[config.mk]
export PLATFORM = sky130hd
export DESIGN_NAME = pieb_enable_bank
export DESIGN_NICKNAME = d
export VERILOG_FILES = /design/src/include/pieb_pkg.sv /design/src/logic/pieb_event_bank.sv /design/src/logic/pieb_enable_bank.sv
export SDC_FILE = /design/constraint.sdc
export NUM_CORES = 1
export LEC_CHECK = 0
export ABC_AREA = 0
export BUFFER_PORTS_ARGS = -buffer_cell sky130_fd_sc_hd__buf_2
export CAP_MARGIN = 10
export CORE_UTILIZATION = 50
export CTS_CLUSTER_SIZE = 14
export DETAILED_ROUTE_END_ITERATION = 7
export PLACE_DENSITY = 0.85
export RECOVER_POWER = 100
export SLEW_MARGIN = 40
export SYNTH_ARGS = -nofsm -noshare
export SYNTH_HDL_FRONTEND = slang
export SYNTH_HIERARCHICAL = 1
export SYNTH_SLANG_ARGS = --single-unit
[constraint.sdc]
create_clock -name pclk -period 1.6 [get_ports pclk]
set_input_delay 0.08 -clock pclk [delete_from_list [all_inputs] [get_ports pclk]]
set_output_delay 0.08 -clock pclk [all_outputs]
set_load 0.02 [all_outputs]
[src/include/pieb_pkg.sv]
// pieb_pkg: constants shared by the peripheral interrupt enable bank.
// assumes an APB slave with 32-bit data and 12-bit byte addresses.
`default_nettype none
package pieb_pkg;

    // register indices; the byte address is four times the index
    localparam logic [9:0] IDX_GLOBAL_CTRL   = 10'h0a8;
    localparam logic [9:0] IDX_ENABLE_SERIAL = 10'h0a9;
    localparam logic [9:0] IDX_ENABLE_TIMERS = 10'h0aa;
    localparam logic [9:0] IDX_ENABLE_MISC   = 10'h0ab;
    localparam logic [9:0] IDX_EVT_STATUS    = 10'h0c0;
    localparam logic [9:0] IDX_EVT_CLEAR     = 10'h0c1;
    localparam logic [9:0] IDX_EVT_ENABLE    = 10'h0c2;
    localparam logic [9:0] IDX_FWD_LIVE      = 10'h0c3;

    localparam int          ADDR_W     = 12;
    localparam int          SRC_W      = 6;
    localparam int          EVT_W      = 24;

    // enable register fields
    localparam logic [7:0]  ENABLE_RST  = 8'h00;
    localparam logic [7:0]  ENABLE_MASK = 8'h3f;
    localparam int          GLOBAL_BIT  = 7;
    localparam logic        GLOBAL_RST  = 1'b0;

    // event layout: one byte lane per source group
    localparam int          EVT_SERIAL_LSB = 0;
    localparam int          EVT_TIMERS_LSB = 8;
    localparam int          EVT_MISC_LSB   = 16;
    localparam logic [23:0] EVT_RST        = 24'h000000;
    localparam logic [23:0] EVT_MASK       = 24'h3f3f3f;

    // serial group bit positions
    localparam int SER_SERIAL0_RX = 0;
    localparam int SER_SERIAL0_TX = 1;
    localparam int SER_FOUR_WIRE0 = 2;
    localparam int SER_TWO_WIRE   = 3;
    localparam int SER_SERIAL1_RX = 4;
    localparam int SER_SERIAL1_TX = 5;

    // timer group bit positions
    localparam int TMR_ZERO  = 0;
    localparam int TMR_ONE   = 1;
    localparam int TMR_TWO   = 2;
    localparam int TMR_THREE = 3;
    localparam int TMR_FOUR  = 4;
    localparam int TMR_FIVE  = 5;

    // misc group bit positions
    localparam int MSC_CONVERTER      = 0;
    localparam int MSC_NONVOLATILE    = 1;
    localparam int MSC_WATCH_TIMER    = 2;
    localparam int MSC_WATCHDOG       = 3;
    localparam int MSC_INTERVAL_TIMER = 4;
    localparam int MSC_FOUR_WIRE1     = 5;

endpackage : pieb_pkg
`default_nettype wire

[src/logic/pieb_event_bank.sv]
// pieb_event_bank: sticky event bits, write-one-to-clear, enable mask and
// one level interrupt output.
// assumes events and strobes come from logic on the same clock.
`timescale 1ns/100ps
`default_nettype none
module pieb_event_bank
(
    input  wire logic        pclk,
    input  wire logic        presetn,
    input  wire logic [23:0] evt_set,
    input  wire logic        clr_we,
    input  wire logic [23:0] clr_bits,
    input  wire logic        ena_we,
    input  wire logic [23:0] ena_bits,
    output logic      [23:0] status,
    output logic      [23:0] irq_enable,
    output logic             irq
);

    logic [23:0] status_r;
    logic [23:0] status_nxt;
    logic [23:0] ena_r;
    logic [23:0] ena_nxt;
    logic [23:0] clr_mask;
    logic        irq_r;
    logic        irq_nxt;

    assign clr_mask   = clr_we ? clr_bits : pieb_pkg::EVT_RST;
    // a new event in the clear cycle survives: set is applied after clear
    assign status_nxt = ((status_r & ~clr_mask) | evt_set) & pieb_pkg::EVT_MASK;
    assign ena_nxt    = ena_we ? (ena_bits & pieb_pkg::EVT_MASK) : ena_r;
    assign irq_nxt    = |(status_nxt & ena_nxt);

    always_ff @(posedge pclk or negedge presetn)
    begin
        if (!presetn)
        begin
            status_r <= pieb_pkg::EVT_RST;
            ena_r    <= pieb_pkg::EVT_RST;
            irq_r    <= 1'b0;
        end
        else
        begin
            status_r <= status_nxt;
            ena_r    <= ena_nxt;
            irq_r    <= irq_nxt;
        end
    end

    assign status     = status_r;
    assign irq_enable = ena_r;
    assign irq        = irq_r;

endmodule : pieb_event_bank
`default_nettype wire

[src/logic/pieb_enable_bank.sv]
// pieb_enable_bank: three source enable registers plus the global enable,
// gating peripheral requests toward priority resolution, with an APB slave.
// assumes requests are synchronous to pclk and held by their sources
// until serviced; priority and vectoring sit downstream.
`timescale 1ns/100ps
`default_nettype none
module pieb_enable_bank
(
    input  wire logic        pclk,
    input  wire logic        presetn,
    // apb slave
    input  wire logic        psel,
    input  wire logic        penable,
    input  wire logic        pwrite,
    input  wire logic [11:0] paddr,
    input  wire logic [31:0] pwdata,
    input  wire logic [3:0]  pstrb,
    output logic      [31:0] prdata,
    output logic             pready,
    output logic             pslverr,
    // raw peripheral requests
    input  wire logic        req_serial1_tx,
    input  wire logic        req_serial1_rx,
    input  wire logic        req_two_wire,
    input  wire logic        req_four_wire0,
    input  wire logic        req_serial0_tx,
    input  wire logic        req_serial0_rx,
    input  wire logic [5:0]  req_timer,
    input  wire logic        req_four_wire1,
    input  wire logic        req_interval_timer,
    input  wire logic        req_watchdog,
    input  wire logic        req_watch_timer,
    input  wire logic        req_nonvolatile_mem,
    input  wire logic        req_converter,
    // gated requests toward priority resolution
    output logic      [5:0]  fwd_serial,
    output logic      [5:0]  fwd_timers,
    output logic      [5:0]  fwd_misc,
    output logic             global_irq_enable,
    output logic             irq
);

    // merge the enabled byte lanes of a write into an old value
    function automatic logic [31:0] lane_merge
    (
        input logic [31:0] old_val,
        input logic [31:0] wdata,
        input logic [3:0]  strb
    );
        logic [31:0] m;
        m = {{8{strb[3]}}, {8{strb[2]}}, {8{strb[1]}}, {8{strb[0]}}};
        lane_merge = (old_val & ~m) | (wdata & m);
    endfunction : lane_merge

    // the gate shared by the serial and misc sources
    function automatic logic [5:0] gate_req
    (
        input logic [5:0] req,
        input logic [7:0] en,
        input logic       glb
    );
        gate_req = req & en[5:0] & {6{glb}};
    endfunction : gate_req

    logic [7:0]  en_serial_r;
    logic [7:0]  en_serial_nxt;
    logic [7:0]  en_timers_r;
    logic [7:0]  en_timers_nxt;
    logic [7:0]  en_misc_r;
    logic [7:0]  en_misc_nxt;
    logic        global_r;
    logic        global_nxt;
    logic [31:0] prdata_r;
    logic [31:0] prdata_nxt;

    // named enable fields
    logic        en_serial1_tx;
    logic        en_serial1_rx;
    logic        en_two_wire;
    logic        en_four_wire0;
    logic        en_serial0_tx;
    logic        en_serial0_rx;
    logic        en_timer_zero;
    logic        en_timer_one;
    logic        en_timer_two;
    logic        en_timer_three;
    logic        en_timer_four;
    logic        en_timer_five;
    logic        en_four_wire1;
    logic        en_interval_timer;
    logic        en_watchdog;
    logic        en_watch_timer;
    logic        en_nonvolatile_mem;
    logic        en_converter;

    // bus decode
    logic [9:0]  idx;
    logic        aligned;
    logic        setup_ph;
    logic        access_ph;
    logic        wr_en;
    logic        hit_global;
    logic        hit_serial;
    logic        hit_timers;
    logic        hit_misc;
    logic        hit_status;
    logic        hit_clear;
    logic        hit_evt_en;
    logic        hit_live;
    logic        mapped;
    logic [31:0] wr_merged_global;
    logic [31:0] wr_merged_serial;
    logic [31:0] wr_merged_timers;
    logic [31:0] wr_merged_misc;
    logic [31:0] wr_merged_evt_en;
    logic [31:0] rd_mux;

    // event bank wiring
    logic [5:0]  raw_serial;
    logic [5:0]  raw_misc;
    logic [23:0] evt_set;
    logic [23:0] evt_status;
    logic [23:0] evt_enable;
    logic [23:0] live_fwd;
    logic        clr_we;
    logic        ena_we;

    assign idx       = paddr[11:2];
    assign aligned   = (paddr[1:0] == 2'h0);
    assign setup_ph  = psel & ~penable;
    assign access_ph = psel & penable;

    assign hit_global = aligned & (idx == pieb_pkg::IDX_GLOBAL_CTRL);
    assign hit_serial = aligned & (idx == pieb_pkg::IDX_ENABLE_SERIAL);
    assign hit_timers = aligned & (idx == pieb_pkg::IDX_ENABLE_TIMERS);
    assign hit_misc   = aligned & (idx == pieb_pkg::IDX_ENABLE_MISC);
    assign hit_status = aligned & (idx == pieb_pkg::IDX_EVT_STATUS);
    assign hit_clear  = aligned & (idx == pieb_pkg::IDX_EVT_CLEAR);
    assign hit_evt_en = aligned & (idx == pieb_pkg::IDX_EVT_ENABLE);
    assign hit_live   = aligned & (idx == pieb_pkg::IDX_FWD_LIVE);
    assign mapped     = hit_global | hit_serial | hit_timers | hit_misc |
                        hit_status | hit_clear | hit_evt_en | hit_live;

    // zero wait states; unmapped or misaligned accesses end with an error
    assign pready  = 1'b1;
    assign pslverr = access_ph & ~mapped;
    assign wr_en   = access_ph & pwrite & mapped;

    assign wr_merged_global = lane_merge({24'h000000, global_r, 7'h00}, pwdata, pstrb);
    assign wr_merged_serial = lane_merge({24'h000000, en_serial_r}, pwdata, pstrb);
    assign wr_merged_timers = lane_merge({24'h000000, en_timers_r}, pwdata, pstrb);
    assign wr_merged_misc   = lane_merge({24'h000000, en_misc_r}, pwdata, pstrb);
    assign wr_merged_evt_en = lane_merge({8'h00, evt_enable}, pwdata, pstrb);

    // bits 7..6 of the enable registers never store, so they read as zero
    assign en_serial_nxt = (wr_en & hit_serial)
                         ? (wr_merged_serial[7:0] & pieb_pkg::ENABLE_MASK)
                         : en_serial_r;
    assign en_timers_nxt = (wr_en & hit_timers)
                         ? (wr_merged_timers[7:0] & pieb_pkg::ENABLE_MASK)
                         : en_timers_r;
    assign en_misc_nxt   = (wr_en & hit_misc)
                         ? (wr_merged_misc[7:0] & pieb_pkg::ENABLE_MASK)
                         : en_misc_r;
    assign global_nxt    = (wr_en & hit_global)
                         ? wr_merged_global[pieb_pkg::GLOBAL_BIT]
                         : global_r;

    // clear is write-one; only lanes that are strobed take part
    assign clr_we = wr_en & hit_clear;
    assign ena_we = wr_en & hit_evt_en;

    assign rd_mux = hit_global ? {24'h000000, global_r, 7'h00} :
                    hit_serial ? {24'h000000, en_serial_r} :
                    hit_timers ? {24'h000000, en_timers_r} :
                    hit_misc   ? {24'h000000, en_misc_r} :
                    hit_status ? {8'h00, evt_status} :
                    hit_evt_en ? {8'h00, evt_enable} :
                    hit_live   ? {8'h00, live_fwd} :
                    32'h00000000;

    // read data is captured in the setup cycle so prdata comes from a flop
    assign prdata_nxt = (setup_ph & ~pwrite) ? rd_mux : prdata_r;

    always_ff @(posedge pclk or negedge presetn)
    begin
        if (!presetn)
        begin
            en_serial_r <= pieb_pkg::ENABLE_RST;
            en_timers_r <= pieb_pkg::ENABLE_RST;
            en_misc_r   <= pieb_pkg::ENABLE_RST;
            global_r    <= pieb_pkg::GLOBAL_RST;
            prdata_r    <= 32'h00000000;
        end
        else
        begin
            en_serial_r <= en_serial_nxt;
            en_timers_r <= en_timers_nxt;
            en_misc_r   <= en_misc_nxt;
            global_r    <= global_nxt;
            prdata_r    <= prdata_nxt;
        end
    end

    assign prdata            = prdata_r;
    assign global_irq_enable = global_r;

    assign en_serial0_rx      = en_serial_r[pieb_pkg::SER_SERIAL0_RX];
    assign en_serial0_tx      = en_serial_r[pieb_pkg::SER_SERIAL0_TX];
    assign en_four_wire0      = en_serial_r[pieb_pkg::SER_FOUR_WIRE0];
    assign en_two_wire        = en_serial_r[pieb_pkg::SER_TWO_WIRE];
    assign en_serial1_rx      = en_serial_r[pieb_pkg::SER_SERIAL1_RX];
    assign en_serial1_tx      = en_serial_r[pieb_pkg::SER_SERIAL1_TX];
    assign en_timer_zero      = en_timers_r[pieb_pkg::TMR_ZERO];
    assign en_timer_one       = en_timers_r[pieb_pkg::TMR_ONE];
    assign en_timer_two       = en_timers_r[pieb_pkg::TMR_TWO];
    assign en_timer_three     = en_timers_r[pieb_pkg::TMR_THREE];
    assign en_timer_four      = en_timers_r[pieb_pkg::TMR_FOUR];
    assign en_timer_five      = en_timers_r[pieb_pkg::TMR_FIVE];
    assign en_converter       = en_misc_r[pieb_pkg::MSC_CONVERTER];
    assign en_nonvolatile_mem = en_misc_r[pieb_pkg::MSC_NONVOLATILE];
    assign en_watch_timer     = en_misc_r[pieb_pkg::MSC_WATCH_TIMER];
    assign en_watchdog        = en_misc_r[pieb_pkg::MSC_WATCHDOG];
    assign en_interval_timer  = en_misc_r[pieb_pkg::MSC_INTERVAL_TIMER];
    assign en_four_wire1      = en_misc_r[pieb_pkg::MSC_FOUR_WIRE1];

    assign raw_serial = {req_serial1_tx, req_serial1_rx, req_two_wire,
                         req_four_wire0, req_serial0_tx, req_serial0_rx};
    assign raw_misc   = {req_four_wire1, req_interval_timer, req_watchdog,
                         req_watch_timer, req_nonvolatile_mem, req_converter};

    // combinational gate: a request dropped by its source vanishes at once
    assign fwd_serial = gate_req(raw_serial,
                                 {2'h0, en_serial1_tx, en_serial1_rx, en_two_wire,
                                  en_four_wire0, en_serial0_tx, en_serial0_rx},
                                 global_r);
    assign fwd_misc   = gate_req(raw_misc,
                                 {2'h0, en_four_wire1, en_interval_timer, en_watchdog,
                                  en_watch_timer, en_nonvolatile_mem, en_converter},
                                 global_r);
    assign fwd_timers[pieb_pkg::TMR_ZERO]  = req_timer[pieb_pkg::TMR_ZERO]
                                           & en_timer_zero & global_r;
    assign fwd_timers[pieb_pkg::TMR_ONE]   = req_timer[pieb_pkg::TMR_ONE]
                                           & en_timer_one & global_r;
    assign fwd_timers[pieb_pkg::TMR_TWO]   = req_timer[pieb_pkg::TMR_TWO]
                                           & en_timer_two & global_r;
    assign fwd_timers[pieb_pkg::TMR_THREE] = req_timer[pieb_pkg::TMR_THREE]
                                           & en_timer_three & global_r;
    assign fwd_timers[pieb_pkg::TMR_FOUR]  = req_timer[pieb_pkg::TMR_FOUR]
                                           & en_timer_four & global_r;
    assign fwd_timers[pieb_pkg::TMR_FIVE]  = req_timer[pieb_pkg::TMR_FIVE]
                                           & en_timer_five & global_r;

    assign live_fwd = {2'h0, fwd_misc, 2'h0, fwd_timers, 2'h0, fwd_serial};

    // events record raw requests so software can poll sources it has disabled
    assign evt_set = {2'h0, raw_misc, 2'h0, req_timer, 2'h0, raw_serial};

    pieb_event_bank u_events
    (
        .pclk       (pclk),
        .presetn    (presetn),
        .evt_set    (evt_set),
        .clr_we     (clr_we),
        .clr_bits   (pwdata[23:0] & {{8{pstrb[2]}}, {8{pstrb[1]}}, {8{pstrb[0]}}}),
        .ena_we     (ena_we),
        .ena_bits   (wr_merged_evt_en[23:0]),
        .status     (evt_status),
        .irq_enable (evt_enable),
        .irq        (irq)
    );

endmodule : pieb_enable_bank
`default_nettype wire

==> flow_summary.toml <==
[status]
status = "complete, but fails checks"
failed_checks = "negative setup slack"

[clock_tree]
tritoncts = "built"
cts_sinks = 80
clockBufferDepth = 2
cts-root-buf = "clkbuf_8"
clk_latency_ps = 360
cts_buffers = 9
cts_max_level = 3
path_clk_slew_ps = 90

[worst_setup_path]
startpoint = "paddr[1]"
max_stage_delay_ps = 560
slowest_stage = "or4_4"
r2r-start = "u_events/irq_enable[10]"
cp_max_fo = 10
path_delay_family = "simple AND/OR/NAND/NOR gates"
worstSetupPathType = "in -> reg"
start_kind = "input port"
cp_cell_sequence = "buf_6 > or4_4 > nor3_4 > nor3b_2 > buf_6 > mux2_2 > o21ai_1 > nand4_1 > and4bb_1 > nand4_1"
setup.worst_path.end_class = "register"
cp.required_ps = 1820
critical_path_arrival_ps = 2340
worst-path-buf-inv = 2

[placement]
dpl.hpwl_um = 10000
port_buffers = 101
gp_congestion = 0.923

[timing]
finalCritPeriodShare_pct = 133
skew_ps = 6.48
finalSetupViolCount = 33
tightest_slew_ps = 798
fin_crit_ps = 2120
fmaxAchievable_ghz = 0.472
rsz0062_at_grt = "true"
drv_slew = 0
hold_viol = 0
whs_ps = 40.2
setup_slack_ps = -520
slew_headroom_pct = 46.8

[power]
clkPwrFrac_pct = 34.5
power.density_nw_per_um2 = 632
switchingPower_w = 0.00106
switching_share_pct = 27.7
ir_drop_v = 0.000520
p_leak_nw = 2.82
internal-power_w = 0.00278
p_comb_share_pct = 12.8
power_frac_seq_pct = 52.7

[die]
die_h_um = 99.3
io_pins = 125
dieWidth_um = 99.3
rows = 35
initial_core_util_pct = 51.5
die-area_sq_um = 9870
core-area_sq_um = 9200

[drt]
wl_per_cell_um = 19.7
ant_nets = 0
vias = 4559
drt_iter0_drc = 411
drcViolationCount = 0
firstDrtPassIters = 4
drt_wl_total_um = 14700
routed_via_density = 6.08

[hold_path]
min-delay-start = "pwdata[3]"
hp-class = "in -> reg"

[synthesis]
synthCells = 481
synth_warnings = 6
syn_area_sq_um = 4740
syn_area_per_cell_sq_um = 9.85

[finish]
drive_above_1_share_pct = 35.4
syn_to_final_growth_pct = 28.1
nNetsFinal = 706
fin_util_pct = 66.0
nFillCells = 743
num_antenna_cells = 0

[global_routing]
gr-total-overflow = 0
grt_max_degree = 52
antenna_found_initial = 0
grt_pass1_vias = 4514
grt_pass1_wl_um = 23200
grt_usage_pct = 30.6

[job]
drv_cap = 0
[per-layer routing]
| metal | vias up | wire length [um] | track usage, % |
|---|---|---|---|
| met5 | - | 0 | 0 |
| met4 | 0 | 559 | 15.2 |
| met3 | 49 | 1030 | 5.76 |
| met2 | 233 | 7210 | 49.3 |
| met1 | 2236 | 5950 | 39.7 |
| li1 | 2041 | - | - |
[final cells by class]
type	instances	area [sq um]	share of cell area [%]
Multi-Input combinational cell	347	2520	41.5
Sequential cell	80	2000	33.0
Timing Repair Buffer	177	1170	19.4
Tap cell	111	139	2.29
Clock buffer	9	124	2.04
Inverter	20	75.1	1.24
Clock inverter	6	36.3	0.598
[metrics by stage]
step           setup TNS [ps]  cells  instance area [sq um]  worst slack, ps  power (W)
2_1_floorplan          -14720    499                   4850             -659    0.00230
3_3_place_gp           -23150    705                   5540             -888    0.00248
3_5_place_dp           -25860    705                   5540             -948    0.00249
4_1_cts                 -2030    747                   6020             -465    0.00381
5_1_grt                 -5140    750                   6070             -573    0.00398
6_report                -3530    750                   6070             -520    0.00384
[repair_timing]
| action | CTS | global route |
|---|---|---|
| hold buffers | 20 | 0 |
| gates cloned | 1 | 0 |
| buffers inserted | 6 | 5 |
| endpoints found under the setup margin | 33 | 56 |
| endpoints found under the hold margin | 50 | 0 |
| resized for setup | 11 | 22 |
| pin swaps | 3 | 9 |
[placed cells by master, fill, tap and decap left out, types with 13 or more instances in the layout]
cell type      count
conb_1            21
dfrtp_1           80
nand4_1           15
mux2_2            33
nand3_1           19
a21oi_1           14
nand2_1           35
inv_1             19
and2_1            24
or3_1             13
dlygate4sd3_1     20
buf_4             41
buf_2             69
a21o_1            15
clkbuf_1          27
[power by group through the flow]
stage | combinational [W] | sequential, W | clock [W]
2_1_floorplan | 0.000233 | 0.00206 | 0
3_3_place_gp | 0.000420 | 0.00206 | 0
3_5_place_dp | 0.000428 | 0.00206 | 0
4_1_cts | 0.000473 | 0.00202 | 0.00131
5_1_grt | 0.000532 | 0.00202 | 0.00143
6_report | 0.000491 | 0.00202 | 0.00132
[path summary, 6_finish.rpt]
kind	cells after the start	to	slack, ps
min in group asynchronous	2	prdata[18]	330
worst max-delay path	10	u_events/irq	-520
max in group asynchronous	3	asynchronous set/reset pin	350
worst min register to register	2	prdata[14]	480
worst max register to register	7	u_events/irq	-30
worst min-delay path	2	register	40
(Power assumes the default switching activity.)
